===== src/logic/fasp_pkg.sv =====
// shared constants, register map and types of the fifo serial port
package fasp_pkg;
  localparam int FASP_AW = 8;
  localparam logic [7:0] FASP_A_MODE = 8'h00;
  localparam logic [7:0] FASP_A_CTRL = 8'h04;
  localparam logic [7:0] FASP_A_BAUD = 8'h08;
  localparam logic [7:0] FASP_A_TXDATA = 8'h0C;
  localparam logic [7:0] FASP_A_RXDATA = 8'h10;
  localparam logic [7:0] FASP_A_STATUS = 8'h14;
  localparam logic [7:0] FASP_A_COUNT = 8'h18;
  localparam logic [1:0] FASP_RESP_OKAY = 2'h0;
  localparam logic [1:0] FASP_RESP_SLVERR = 2'h2;
  localparam int FASP_DEPTH = 16;
  localparam logic [4:0] FASP_FULL = 5'h10;
  localparam logic [4:0] FASP_RTS_LEVEL = 5'h0F;
  localparam logic [7:0] FASP_IDLE_BITS = 8'h0F;
  localparam logic FASP_HAS_MODEM = 1'b1;
  localparam logic [7:0] FASP_BAUD_RST = 8'hFF;
  localparam logic [3:0] FASP_OS16_LAST = 4'hF;
  localparam logic [3:0] FASP_OS8_LAST = 4'h7;
  localparam logic [3:0] FASP_HALF16_LAST = 4'h7;
  localparam logic [3:0] FASP_HALF8_LAST = 4'h3;
  localparam logic [5:0] FASP_PRE_DIV1 = 6'h00;
  localparam logic [5:0] FASP_PRE_DIV4 = 6'h03;
  localparam logic [5:0] FASP_PRE_DIV16 = 6'h0F;
  localparam logic [5:0] FASP_PRE_DIV64 = 6'h3F;
  localparam logic [4:0] FASP_TX_THR0 = 5'h08;
  localparam logic [4:0] FASP_TX_THR1 = 5'h04;
  localparam logic [4:0] FASP_TX_THR2 = 5'h02;
  localparam logic [4:0] FASP_TX_THR3 = 5'h00;
  localparam logic [4:0] FASP_RX_THR0 = 5'h01;
  localparam logic [4:0] FASP_RX_THR1 = 5'h04;
  localparam logic [4:0] FASP_RX_THR2 = 5'h08;
  localparam logic [4:0] FASP_RX_THR3 = 5'h0E;
  // status bit positions
  localparam int FASP_S_TX_EMPTY = 0;
  localparam int FASP_S_RX_FULL = 1;
  localparam int FASP_S_RX_READY = 2;
  localparam int FASP_S_BREAK = 3;
  localparam int FASP_S_OVERRUN = 4;
  localparam int FASP_S_FAULT = 5;
  localparam int FASP_S_TX_END = 6;
  localparam logic [6:0] FASP_STATUS_RST = 7'h01;

  typedef struct packed {
    logic clk_stop;
    logic modem_en;
    logic dbl_speed;
    logic base8;
    logic ext_div8;
    logic ext_clk;
    logic [1:0] clk_div;
    logic stop2;
    logic par_odd;
    logic par_en;
    logic char7;
  } fasp_mode_t;

  typedef struct packed {
    logic dma_mode;
    logic [1:0] tx_trigger_level;
    logic [1:0] rx_trigger_level;
    logic rx_fifo_rst;
    logic tx_fifo_rst;
    logic rx_irq_en;
    logic tx_irq_en;
    logic rx_en;
    logic tx_en;
  } fasp_ctrl_t;

  typedef enum logic [2:0] {
    FASP_IDLE, FASP_START, FASP_DATA, FASP_PAR, FASP_STOP
  } fasp_state_t;
endpackage


===== src/logic/fasp_core.sv =====
// fifo async serial port channel with axi4-lite register slave
module fasp_core import fasp_pkg::*; (
  input wire logic aclk,
  input wire logic aresetn,
  input wire logic [FASP_AW-1:0] s_axi_awaddr,
  input wire logic [2:0] s_axi_awprot,
  input wire logic s_axi_awvalid,
  output logic s_axi_awready,
  input wire logic [31:0] s_axi_wdata,
  input wire logic [3:0] s_axi_wstrb,
  input wire logic s_axi_wvalid,
  output logic s_axi_wready,
  output logic [1:0] s_axi_bresp,
  output logic s_axi_bvalid,
  input wire logic s_axi_bready,
  input wire logic [FASP_AW-1:0] s_axi_araddr,
  input wire logic [2:0] s_axi_arprot,
  input wire logic s_axi_arvalid,
  output logic s_axi_arready,
  output logic [31:0] s_axi_rdata,
  output logic [1:0] s_axi_rresp,
  output logic s_axi_rvalid,
  input wire logic s_axi_rready,
  input wire logic rxd,
  input wire logic sck,
  input wire logic cts_n,
  input wire logic tx_dma_ack,
  input wire logic rx_dma_ack,
  output logic txd,
  output logic rts_n,
  output logic tx_request_irq,
  output logic rx_request_irq,
  output logic line_break_irq,
  output logic rx_error_irq,
  output logic tx_dma_req,
  output logic rx_dma_req
);
  fasp_mode_t mode_r;
  fasp_ctrl_t ctrl_r;
  logic [7:0] baud_r;
  logic [6:0] st_r;
  logic [7:0] txf [FASP_DEPTH];
  logic [9:0] rxf [FASP_DEPTH];
  logic [3:0] txw_r, txr_r, rxw_r, rxr_r;
  logic [4:0] txc_r, rxc_r, rxe_r;
  logic aw_held_r, w_held_r;
  logic [FASP_AW-1:0] awa_r;
  logic [31:0] wd_r;
  logic [3:0] ws_r;
  logic [31:0] rd_c;
  logic rd_ok_c, wr_ok_c, do_wr, rd_go;
  logic [31:0] wmask;
  logic tx_push, tx_pop, rx_push, rx_pop, rx_ovr, rx_pop_d_r;
  logic [5:0] pre_r, pre_last;
  logic [7:0] br_r;
  logic pre_hit, sck_q_r, base_tick, run;
  logic [3:0] os_last, half_last;
  fasp_state_t tx_st_r, rx_st_r;
  logic [3:0] tx_os_r, rx_os_r;
  logic [2:0] tx_bit_r, rx_bit_r, nb_last;
  logic [7:0] tx_sh_r, rx_sh_r, tx_din, rx_data_c;
  logic tx_par_r, txd_r, cts_ok, rxd_q_r, rx_pbit_r;
  logic rx_smp, rx_fe_c, rx_pe_c, rx_brk_c;
  logic [4:0] tx_thr, rx_thr;
  logic tx_empty_cond, tx_empty_q_r, rx_full_cond, rx_full_q_r;
  logic [7:0] to_r, to_lim;
  logic [6:0] clr, set;

  assign run = ~mode_r.clk_stop;
  assign do_wr = aw_held_r & w_held_r & ~s_axi_bvalid;
  assign rd_go = s_axi_arvalid & s_axi_arready;
  assign wmask = {{8{ws_r[3]}}, {8{ws_r[2]}}, {8{ws_r[1]}}, {8{ws_r[0]}}};
  assign wr_ok_c = awa_r inside {FASP_A_MODE, FASP_A_CTRL, FASP_A_BAUD,
    FASP_A_TXDATA, FASP_A_RXDATA, FASP_A_STATUS, FASP_A_COUNT};

  // ---------------- axi4-lite slave ----------------
  always_ff @(posedge aclk) begin
    if (!aresetn) begin
      aw_held_r <= 1'b0;
      w_held_r <= 1'b0;
      awa_r <= '0;
      wd_r <= '0;
      ws_r <= '0;
      s_axi_awready <= 1'b1;
      s_axi_wready <= 1'b1;
      s_axi_bvalid <= 1'b0;
      s_axi_bresp <= FASP_RESP_OKAY;
    end else begin
      if (s_axi_awvalid && s_axi_awready) begin
        aw_held_r <= 1'b1;
        awa_r <= s_axi_awaddr;
        s_axi_awready <= 1'b0;
      end
      if (s_axi_wvalid && s_axi_wready) begin
        w_held_r <= 1'b1;
        wd_r <= s_axi_wdata;
        ws_r <= s_axi_wstrb;
        s_axi_wready <= 1'b0;
      end
      if (do_wr) begin
        aw_held_r <= 1'b0;
        w_held_r <= 1'b0;
        s_axi_bvalid <= 1'b1;
        s_axi_bresp <= wr_ok_c ? FASP_RESP_OKAY : FASP_RESP_SLVERR;
      end
      if (s_axi_bvalid && s_axi_bready) begin
        s_axi_bvalid <= 1'b0;
        s_axi_awready <= 1'b1;
        s_axi_wready <= 1'b1;
      end
    end
  end

  always_comb begin
    rd_c = '0;
    rd_ok_c = 1'b1;
    case (s_axi_araddr)
      FASP_A_MODE: rd_c[11:0] = mode_r;
      FASP_A_CTRL: rd_c[10:0] = ctrl_r;
      FASP_A_BAUD: rd_c[7:0] = baud_r;
      FASP_A_TXDATA: rd_c = '0;
      FASP_A_RXDATA: rd_c[9:0] = rxf[rxr_r];
      FASP_A_STATUS: rd_c[6:0] = st_r;
      FASP_A_COUNT: rd_c[20:0] = {rxe_r, 3'h0, rxc_r, 3'h0, txc_r};
      default: rd_ok_c = 1'b0;
    endcase
  end

  always_ff @(posedge aclk) begin
    if (!aresetn) begin
      s_axi_arready <= 1'b1;
      s_axi_rvalid <= 1'b0;
      s_axi_rdata <= '0;
      s_axi_rresp <= FASP_RESP_OKAY;
    end else if (rd_go) begin
      s_axi_arready <= 1'b0;
      s_axi_rvalid <= 1'b1;
      s_axi_rdata <= (s_axi_araddr == FASP_A_RXDATA && rxc_r == 5'h00)
        ? 32'h0000_0000 : rd_c;
      s_axi_rresp <= rd_ok_c ? FASP_RESP_OKAY : FASP_RESP_SLVERR;
    end else if (s_axi_rvalid && s_axi_rready) begin
      s_axi_rvalid <= 1'b0;
      s_axi_arready <= 1'b1;
    end
  end

  // ---------------- control registers ----------------
  always_ff @(posedge aclk) begin
    if (!aresetn) begin
      mode_r <= '0;
      ctrl_r <= '0;
      baud_r <= FASP_BAUD_RST;
    end else if (do_wr) begin
      case (awa_r)
        FASP_A_MODE:
          mode_r <= (mode_r & ~wmask[11:0]) | (wd_r[11:0] & wmask[11:0]);
        FASP_A_CTRL:
          ctrl_r <= (ctrl_r & ~wmask[10:0]) | (wd_r[10:0] & wmask[10:0]);
        FASP_A_BAUD:
          if (ws_r[0]) baud_r <= wd_r[7:0];
        default: ;
      endcase
    end
  end

  // ---------------- baud generator ----------------
  always_comb begin
    case (mode_r.clk_div)
      2'h0: pre_last = FASP_PRE_DIV1;
      2'h1: pre_last = FASP_PRE_DIV4;
      2'h2: pre_last = FASP_PRE_DIV16;
      default: pre_last = FASP_PRE_DIV64;
    endcase
  end
  assign pre_hit = pre_r == pre_last;
  // 16x or 8x base, external divide picks the same way
  assign os_last = (mode_r.ext_clk ? mode_r.ext_div8 : mode_r.base8)
    ? FASP_OS8_LAST : FASP_OS16_LAST;
  assign half_last = (os_last == FASP_OS8_LAST)
    ? FASP_HALF8_LAST : FASP_HALF16_LAST;
  // each rising pin edge is one base tick
  // a stopped clock freezes every tick below
  assign base_tick = run & (mode_r.ext_clk ? (sck & ~sck_q_r)
    : (pre_hit & br_r == 8'h00));

  always_ff @(posedge aclk) begin
    if (!aresetn) begin
      pre_r <= '0;
      br_r <= '0;
      sck_q_r <= 1'b0;
    end else begin
      sck_q_r <= sck;
      if (run && !mode_r.ext_clk) begin
        pre_r <= pre_hit ? 6'h00 : pre_r + 6'h01;
        // double speed halves the reload, internal only
        if (pre_hit)
          br_r <= (br_r != 8'h00) ? br_r - 8'h01
            : (mode_r.dbl_speed ? {1'b0, baud_r[7:1]} : baud_r);
      end
    end
  end

  // ---------------- transmitter ----------------
  // cts gates only the start of a new frame
  assign cts_ok = ~(FASP_HAS_MODEM & mode_r.modem_en) | ~cts_n;
  assign tx_din = mode_r.char7 ? {1'b0, txf[txr_r][6:0]} : txf[txr_r];
  assign nb_last = mode_r.char7 ? 3'h6 : 3'h7;
  assign tx_pop = base_tick & ctrl_r.tx_en & (tx_st_r == FASP_IDLE)
    & (txc_r != 5'h00) & cts_ok;
  assign tx_push = do_wr & (awa_r == FASP_A_TXDATA) & ws_r[0]
    & (txc_r != FASP_FULL);

  always_ff @(posedge aclk) begin
    if (!aresetn || !ctrl_r.tx_en) begin
      tx_st_r <= FASP_IDLE;
      tx_os_r <= '0;
      tx_bit_r <= '0;
      tx_sh_r <= '0;
      tx_par_r <= 1'b0;
      txd_r <= 1'b1;
    end else if (base_tick) begin
      if (tx_st_r == FASP_IDLE || tx_os_r == os_last) tx_os_r <= 4'h0;
      else tx_os_r <= tx_os_r + 4'h1;
      case (tx_st_r)
        FASP_IDLE:
          if (tx_pop) begin
            tx_sh_r <= tx_din;
            tx_par_r <= ^tx_din ^ mode_r.par_odd;
            txd_r <= 1'b0;
            tx_st_r <= FASP_START;
          end
        FASP_START:
          if (tx_os_r == os_last) begin
            txd_r <= tx_sh_r[0];
            tx_bit_r <= 3'h0;
            tx_st_r <= FASP_DATA;
          end
        FASP_DATA:
          if (tx_os_r == os_last) begin
            if (tx_bit_r == nb_last) begin
              txd_r <= mode_r.par_en ? tx_par_r : 1'b1;
              tx_bit_r <= 3'h0;
              tx_st_r <= mode_r.par_en ? FASP_PAR : FASP_STOP;
            end else begin
              tx_sh_r <= {1'b0, tx_sh_r[7:1]};
              txd_r <= tx_sh_r[1];
              tx_bit_r <= tx_bit_r + 3'h1;
            end
          end
        FASP_PAR:
          if (tx_os_r == os_last) begin
            txd_r <= 1'b1;
            tx_st_r <= FASP_STOP;
          end
        FASP_STOP:
          if (tx_os_r == os_last) begin
            if (mode_r.stop2 && tx_bit_r == 3'h0) tx_bit_r <= 3'h1;
            else tx_st_r <= FASP_IDLE;
          end
        default: tx_st_r <= FASP_IDLE;
      endcase
    end
  end

  // ---------------- receiver ----------------
  assign rx_smp = base_tick & (rx_st_r == FASP_STOP) & (rx_os_r == os_last);
  assign rx_data_c = mode_r.char7 ? {1'b0, rx_sh_r[7:1]} : rx_sh_r;
  assign rx_fe_c = ~rxd;
  assign rx_pe_c = mode_r.par_en & (rx_pbit_r ^ ^rx_data_c ^ mode_r.par_odd);
  // all-space frame with bad stop is a break
  assign rx_brk_c = rx_fe_c & (rx_data_c == 8'h00)
    & ~(mode_r.par_en & rx_pbit_r);
  assign rx_push = rx_smp & ~rx_brk_c & (rxc_r != FASP_FULL);
  // overrun when no slot is free
  assign rx_ovr = rx_smp & ~rx_brk_c & (rxc_r == FASP_FULL);
  assign rx_pop = rd_go & (s_axi_araddr == FASP_A_RXDATA) & (rxc_r != 5'h00);

  always_ff @(posedge aclk) begin
    if (!aresetn || !ctrl_r.rx_en) begin
      rx_st_r <= FASP_IDLE;
      rx_os_r <= '0;
      rx_bit_r <= '0;
      rx_sh_r <= '0;
      rx_pbit_r <= 1'b0;
      rxd_q_r <= 1'b1;
    end else if (base_tick) begin
      rxd_q_r <= rxd;
      if (rx_st_r == FASP_IDLE || rx_os_r == os_last ||
          (rx_st_r == FASP_START && rx_os_r == half_last))
        rx_os_r <= 4'h0;
      else rx_os_r <= rx_os_r + 4'h1;
      case (rx_st_r)
        FASP_IDLE:
          if (rxd_q_r && !rxd) rx_st_r <= FASP_START;
        // verify start at half a bit
        FASP_START:
          if (rx_os_r == half_last) begin
            rx_bit_r <= 3'h0;
            rx_st_r <= rxd ? FASP_IDLE : FASP_DATA;
          end
        FASP_DATA:
          if (rx_os_r == os_last) begin
            rx_sh_r <= {rxd, rx_sh_r[7:1]};
            rx_bit_r <= rx_bit_r + 3'h1;
            if (rx_bit_r == nb_last)
              rx_st_r <= mode_r.par_en ? FASP_PAR : FASP_STOP;
          end
        FASP_PAR:
          if (rx_os_r == os_last) begin
            rx_pbit_r <= rxd;
            rx_st_r <= FASP_STOP;
          end
        FASP_STOP:
          if (rx_os_r == os_last) rx_st_r <= FASP_IDLE;
        default: rx_st_r <= FASP_IDLE;
      endcase
    end
  end

  // ---------------- fifos ----------------
  always_ff @(posedge aclk) begin
    if (tx_push) txf[txw_r] <= wd_r[7:0];
    // parity and framing kept per entry
    if (rx_push) rxf[rxw_r] <= {rx_fe_c, rx_pe_c, rx_data_c};
  end

  always_ff @(posedge aclk) begin
    if (!aresetn || ctrl_r.tx_fifo_rst) begin
      txw_r <= '0;
      txr_r <= '0;
      txc_r <= '0;
    end else begin
      if (tx_push) txw_r <= txw_r + 4'h1;
      if (tx_pop) txr_r <= txr_r + 4'h1;
      txc_r <= txc_r + {4'h0, tx_push} - {4'h0, tx_pop};
    end
  end

  always_ff @(posedge aclk) begin
    if (!aresetn || ctrl_r.rx_fifo_rst) begin
      rxw_r <= '0;
      rxr_r <= '0;
      rxc_r <= '0;
      rxe_r <= '0;
    end else begin
      if (rx_push) rxw_r <= rxw_r + 4'h1;
      if (rx_pop) rxr_r <= rxr_r + 4'h1;
      rxc_r <= rxc_r + {4'h0, rx_push} - {4'h0, rx_pop};
      rxe_r <= rxe_r + {4'h0, rx_push & (rx_fe_c | rx_pe_c)}
        - {4'h0, rx_pop & (rxf[rxr_r][9:8] != 2'h0)};
    end
  end

  // ---------------- flags ----------------
  always_comb begin
    case (ctrl_r.tx_trigger_level)
      2'h0: tx_thr = FASP_TX_THR0;
      2'h1: tx_thr = FASP_TX_THR1;
      2'h2: tx_thr = FASP_TX_THR2;
      default: tx_thr = FASP_TX_THR3;
    endcase
    case (ctrl_r.rx_trigger_level)
      2'h0: rx_thr = FASP_RX_THR0;
      2'h1: rx_thr = FASP_RX_THR1;
      2'h2: rx_thr = FASP_RX_THR2;
      default: rx_thr = FASP_RX_THR3;
    endcase
  end
  assign tx_empty_cond = txc_r <= tx_thr;
  assign rx_full_cond = rxc_r >= rx_thr;
  assign to_lim = 8'(({4'h0, os_last} + 8'h01) * FASP_IDLE_BITS);

  // quiet line with data below trigger
  always_ff @(posedge aclk) begin
    if (!aresetn || rx_st_r != FASP_IDLE || rx_push || rx_pop ||
        rxc_r == 5'h00 || rx_full_cond)
      to_r <= '0;
    else if (base_tick && to_r != to_lim)
      to_r <= to_r + 8'h01;
  end

  always_comb begin
    clr = '0;
    if (do_wr && awa_r == FASP_A_STATUS && ws_r[0]) clr = wd_r[6:0];
    clr[FASP_S_TX_EMPTY] = clr[FASP_S_TX_EMPTY] | tx_dma_ack;
    // dma ack clears full and ready
    clr[FASP_S_RX_FULL] = clr[FASP_S_RX_FULL] | rx_dma_ack;
    clr[FASP_S_RX_READY] = clr[FASP_S_RX_READY] | rx_dma_ack;
    clr[FASP_S_TX_END] = 1'b1;
    set = '0;
    set[FASP_S_TX_EMPTY] = tx_empty_cond & ~tx_empty_q_r;
    // re-arm after each pop so a draining reader keeps being called
    set[FASP_S_RX_FULL] = rx_full_cond & (~rx_full_q_r | rx_pop_d_r);
    set[FASP_S_RX_READY] = base_tick & (to_r == to_lim - 8'h01)
      & ~rx_full_cond & (rx_st_r == FASP_IDLE) & (rxc_r != 5'h00);
    set[FASP_S_BREAK] = rx_smp & rx_brk_c;
    set[FASP_S_OVERRUN] = rx_ovr;
    set[FASP_S_FAULT] = rx_push & (rx_fe_c | rx_pe_c);
    set[FASP_S_TX_END] = (tx_st_r == FASP_IDLE) & (txc_r == 5'h00);
  end

  // events landing with a clear win
  always_ff @(posedge aclk) begin
    if (!aresetn) begin
      st_r <= FASP_STATUS_RST;
      tx_empty_q_r <= 1'b1;
      rx_full_q_r <= 1'b0;
      rx_pop_d_r <= 1'b0;
    end else begin
      st_r <= set | (st_r & ~clr);
      tx_empty_q_r <= tx_empty_cond;
      rx_full_q_r <= rx_full_cond;
      rx_pop_d_r <= rx_pop;
    end
  end

  // ---------------- outputs ----------------
  always_ff @(posedge aclk) begin
    if (!aresetn) begin
      txd <= 1'b1;
      rts_n <= 1'b1;
      tx_request_irq <= 1'b0;
      rx_request_irq <= 1'b0;
      line_break_irq <= 1'b0;
      rx_error_irq <= 1'b0;
      tx_dma_req <= 1'b0;
      rx_dma_req <= 1'b0;
    end else begin
      txd <= txd_r;
      // rts drops back when rx fifo nearly full
      rts_n <= ~(FASP_HAS_MODEM & mode_r.modem_en) | (rxc_r >= FASP_RTS_LEVEL);
      tx_request_irq <= ctrl_r.tx_irq_en & ~ctrl_r.dma_mode
        & st_r[FASP_S_TX_EMPTY];
      tx_dma_req <= ctrl_r.tx_irq_en & ctrl_r.dma_mode
        & st_r[FASP_S_TX_EMPTY];
      rx_request_irq <= ctrl_r.rx_irq_en & ~ctrl_r.dma_mode
        & (st_r[FASP_S_RX_FULL] | st_r[FASP_S_RX_READY]);
      rx_dma_req <= ctrl_r.rx_irq_en & ctrl_r.dma_mode
        & (st_r[FASP_S_RX_FULL] | st_r[FASP_S_RX_READY]);
      line_break_irq <= ctrl_r.rx_irq_en
        & (st_r[FASP_S_BREAK] | st_r[FASP_S_OVERRUN]);
      rx_error_irq <= ctrl_r.rx_irq_en & st_r[FASP_S_FAULT];
    end
  end
endmodule


===== config.mk =====
export PLATFORM = sky130hd
export DESIGN_NAME = fasp_core
export DESIGN_NICKNAME = d
export VERILOG_FILES = /design/src/logic/fasp_pkg.sv /design/src/logic/fasp_core.sv
export SDC_FILE = /design/constraint.sdc
export NUM_CORES = 1
export LEC_CHECK = 0
export ABC_AREA = 1
export BUFFER_PORTS_ARGS = -buffer_cell sky130_fd_sc_hd__clkbuf_2
export CAP_MARGIN = 20
export CORE_MARGIN = 10
export CORE_UTILIZATION = 60
export CTS_CLUSTER_DIAMETER = 100
export CTS_CLUSTER_SIZE = 24
export DETAILED_ROUTE_END_ITERATION = 7
export PLACE_DENSITY = 0.84
export SLEW_MARGIN = 20
export SYNTH_ARGS = -nofsm -noshare
export SYNTH_HDL_FRONTEND = slang
export SYNTH_SLANG_ARGS = --single-unit

===== constraint.sdc =====
create_clock -name aclk -period 9.8 [get_ports aclk]
set_input_delay 1.96 -clock aclk [delete_from_list [all_inputs] [get_ports aclk]]
set_output_delay 1.96 -clock aclk [all_outputs]
set_load 0.05 [all_outputs]

==> impl_results.md <==
- Vias in the first global route: 15600
- GRT overflow: 0
- H-tree depth reported by CTS: 1
- # nets final: about 2400
- Global-route wire length before repair: 79.0 mm
- Area grow syn2layout: 6.23%
- Hold Fails Final Rpt: 0
- Via count: 16200
- Die Width: 210 µm
- Sequential share of the synthesized area: 0.585
- Post-synth design cell area: 21600 µm²
- Maxcap violations: 0
- Pwr Density: 155 nW/µm²
- Detail Route Antenna Nets: 0
- Share of post-route cells with drive strength above 1: 0.0633
- Sequential Power Share: 0.627
- RSZ-0062 raised after global routing: false
- Die area: 44100 µm²
- Clk pwr share: 0.308
- Sw Ratio: 0.233
- Via/cell ratio: between 5 and 6
- Hold buffer count at cts: 0
- DRT iter0 DRCs: 1552
- Final Skew: between 60 and 70 ps
- Die height: 210 µm
- Reg2reg end: rxe_r[4]
- DRC Markers: 0
- Post-CTS sizing: 0
- Final Core Density: 0.646
- # Post-CTS Setup Buffers: 0
- Final instance area: 23000 µm²
- DR pass1 iterations: 6
- Cell Int Power: 2730 µW
- CP Data Required Time: slightly above 10000 ps
- Static Leak: 0.00893 µW
- Number of synthesized flops with an enable pin: around 290
- Combinational Power Share: 0.065
- Hold Path Class: flip-flop to flip-flop
- Port Buf Inserts: 74
- Crit start category: flip-flop
- Hold Startpoint: tx_sh_r[3]
- Slew of the pin with the lowest slew margin: 1100 ps
- Dpl hpwl: 33.7 mm
- Post-DP Area: about 22000 µm²
- CTS Root Cell: clkbuf_16
- Std cell rows: 69
- Crit. End Element: flip-flop
- Initial Util: 0.608
- Drt total wl: 50.0 mm
- Ys flop type: edfxtp_1
- Critical path fanouts, max: 18
- CTS tree: yes
- Distinct cells, synth: 56
- I/O Pins: 119
- F_max: between 200 and 250 MHz
- Final RePlAce weighted congestion: 0.914
- Avg Cell Area, Syn: 9.42 µm²
- WHS Endpoint: tx_sh_r[3]
- Clk pin slew, worst setup/hold paths: around 90 ps
- Min Tclk post-route: 4610 ps
- Sw power: slightly above 800 µW
- Fillers: 2720
- Ys async rst share: 0
- Routed WL per cell: 17.9 µm
- Synth Warn #: 0
- GR Util All Layers: 0.218
- Insertion delay to the later sink of the worst-skew pair: 600 ps
- Clk buf depth: 3
- CP Class: flip-flop to flip-flop
- Status: finished, final reports clean
- Final Cycle Share: 0.470
- Critical Path AT: 5100 ps
- Setup TNS: 0 ps
- Initial antenna violation count: 1
- Final setup viols: 0
- Core area: between 30000 and 40000 µm²
- Worst hold path depth: 2
- Clock buffer count from CTS: 24
- Peak VDD IR: about 0.00017 V
- CTS Sinks: between 400 and 500
- Worst R2R Setup Slack: 5190 ps
- Largest net degree at the start of global routing: 73
- Register bit count reported by yosys: 488
- Worst rel slew slack: 0.264
- Slew Limit Fails: 0
- Mapped Cells: 2296
- Worst r2r path cells: 18
- Total power: 3550 µW
-- placed cells by master (no fill, tap or decap), drive strengths merged, types with 2 or more instances in the layout --
cell      n
nor3b     4
buf      11
nand4    17
nor4      9
mux2i    40
fa        3
clkinv    8
inv     300
nand3   130
a211oi    5
conb     16
o211a     2
and3      2
a31oi     6
a21oi   203
ha       49
edfxtp  288
xor2     13
o22ai    11
xnor2     6
o21ai   225
o21a      5
or2       7
dfxtp   200
a21boi    2
clkbuf  112
nand2   388
o211ai   50
nor3     29
a221oi    3
nor2    185
-- worst max-delay path, stage by stage, from the launching register on --
cell and delay (ps):
dfxtp_1 760, inv_1 310, or2_2 340, o21ai_0 110, ha_1 290, xnor2_1 140, xor2_1 160, a21oi_1 160
o21a_1 550, o21ai_2 200, ha_1 310, inv_1 60, ha_1 150, inv_1 60, fa_1 400, o21bai_1 150
a21oi_1 90, a21oi_1 120, o21a_1 130
-- layout make-up --
cell class | instances | area, µm² | area share
Antenna cell | 1 | 2.50 | 0.000109
Timing Repair Buffer | 85 | 460 | 0.0200
Multi-Input combinational cell | 1418 | 7440 | 0.324
Clock inverter | 2 | 46.3 | 0.00201
Tap cell | 461 | 577 | 0.0251
Inverter | 306 | 1150 | 0.0501
Clock buffer | 38 | 653 | 0.0284
Sequential cell | 488 | 12700 | 0.551
-- sequential cells by signal, indices dropped and copies added (netlist names), 12 cells and up, named ones only --
register     flops
rxf            160
txf            128
s_axi_rdata     18
wd_r            12
-- per-layer routing --
layer / up-vias / wire length, µm / track usage
met3: 107 / 3540 / 0.0327
met1: 7692 / 20700 / 0.275
li1: 7768 / - / -
met4: 0 / 1610 / 0.0801
met2: 670 / 24200 / 0.374
met5: - / 0 / 0
-- how the worst max path moves through the flow --
stage,start,slack [ps],depth (start not counted),endpoint
floorplan,sck,5550,16,rxe_r[4]
global route,flip-flop,4870,18,rxe_r[4]
CTS,flip-flop,5040,17,rxe_r[4]
finish,flip-flop,5190,18,rxe_r[4]
detailed placement,sck,4810,17,rxe_r[4]
global placement,sck,4830,17,rxe_r[4]
-- through the flow --
stage                     worst slack (ps)  hold WS (ps)  instances
final                                 5190           468       2799
after detailed placement              4810           436       2757
after floorplan                       5550           397       2311
after CTS                             5040           459       2797
after global placement                4830           435       2756
after global routing                  4870           473       2799
-- cell families (layout without fill, tap and decap cells) --
group           after synthesis  in the layout  synth area share
buf+inv                     405            431            0.0742
flops                       488            488             0.585
xor+xnor                     19             19           0.00769
other cells                   1             17          0.000173
simple gates                772            772             0.152
compound gates              519            519             0.131
mux                          40             40            0.0185
fa+ha+maj                    52             52            0.0311
-- Yosys cell counts (2+ instances only) --
cell	number	area, µm²
dfxtp_1	200	4000
nand3_1	130	651
nand2_1	378	1420
or2_2	5	31.3
buf_4	16	120
mux2i_1	40	400
ha_1	49	613
clkinv_2	2	10.0
nor3_1	27	135
a21oi_1	202	1010
xor2_1	13	114
a221oi_1	3	26.3
inv_1	295	1110
nand2_2	9	56.3
o22ai_1	11	68.8
a211oi_1	5	37.5
buf_2	19	95.1
o21a_1	5	37.5
buf_1	10	37.5
fa_1	3	60.1
o211ai_1	50	375
or2_1	2	12.5
nor3b_1	4	30.0
nor2_4	4	45.0
xnor2_1	6	52.6
clkinv_1	5	18.8
and3_1	2	12.5
nor2_1	180	676
edfxtp_1	288	8650
inv_2	4	15.0
nor4_1	8	50.1
o21ai_2	2	17.5
o21ai_1	6	30.0
a21boi_0	2	15.0
nand4_1	16	100
o21ai_0	216	1080
a31oi_1	6	37.5
o211a_1	2	20.0
clkbuf_1	54	203
-- power groups by stage --
stage	clock network (µW)	logic [µW]	registers (µW)
CTS	1100	230	2230
finish	1090	232	2230
floorplan	0	176	2260
global route	1180	263	2230
global placement	0	219	2270
detailed placement	0	229	2270
(Power assumes the default switching activity.)
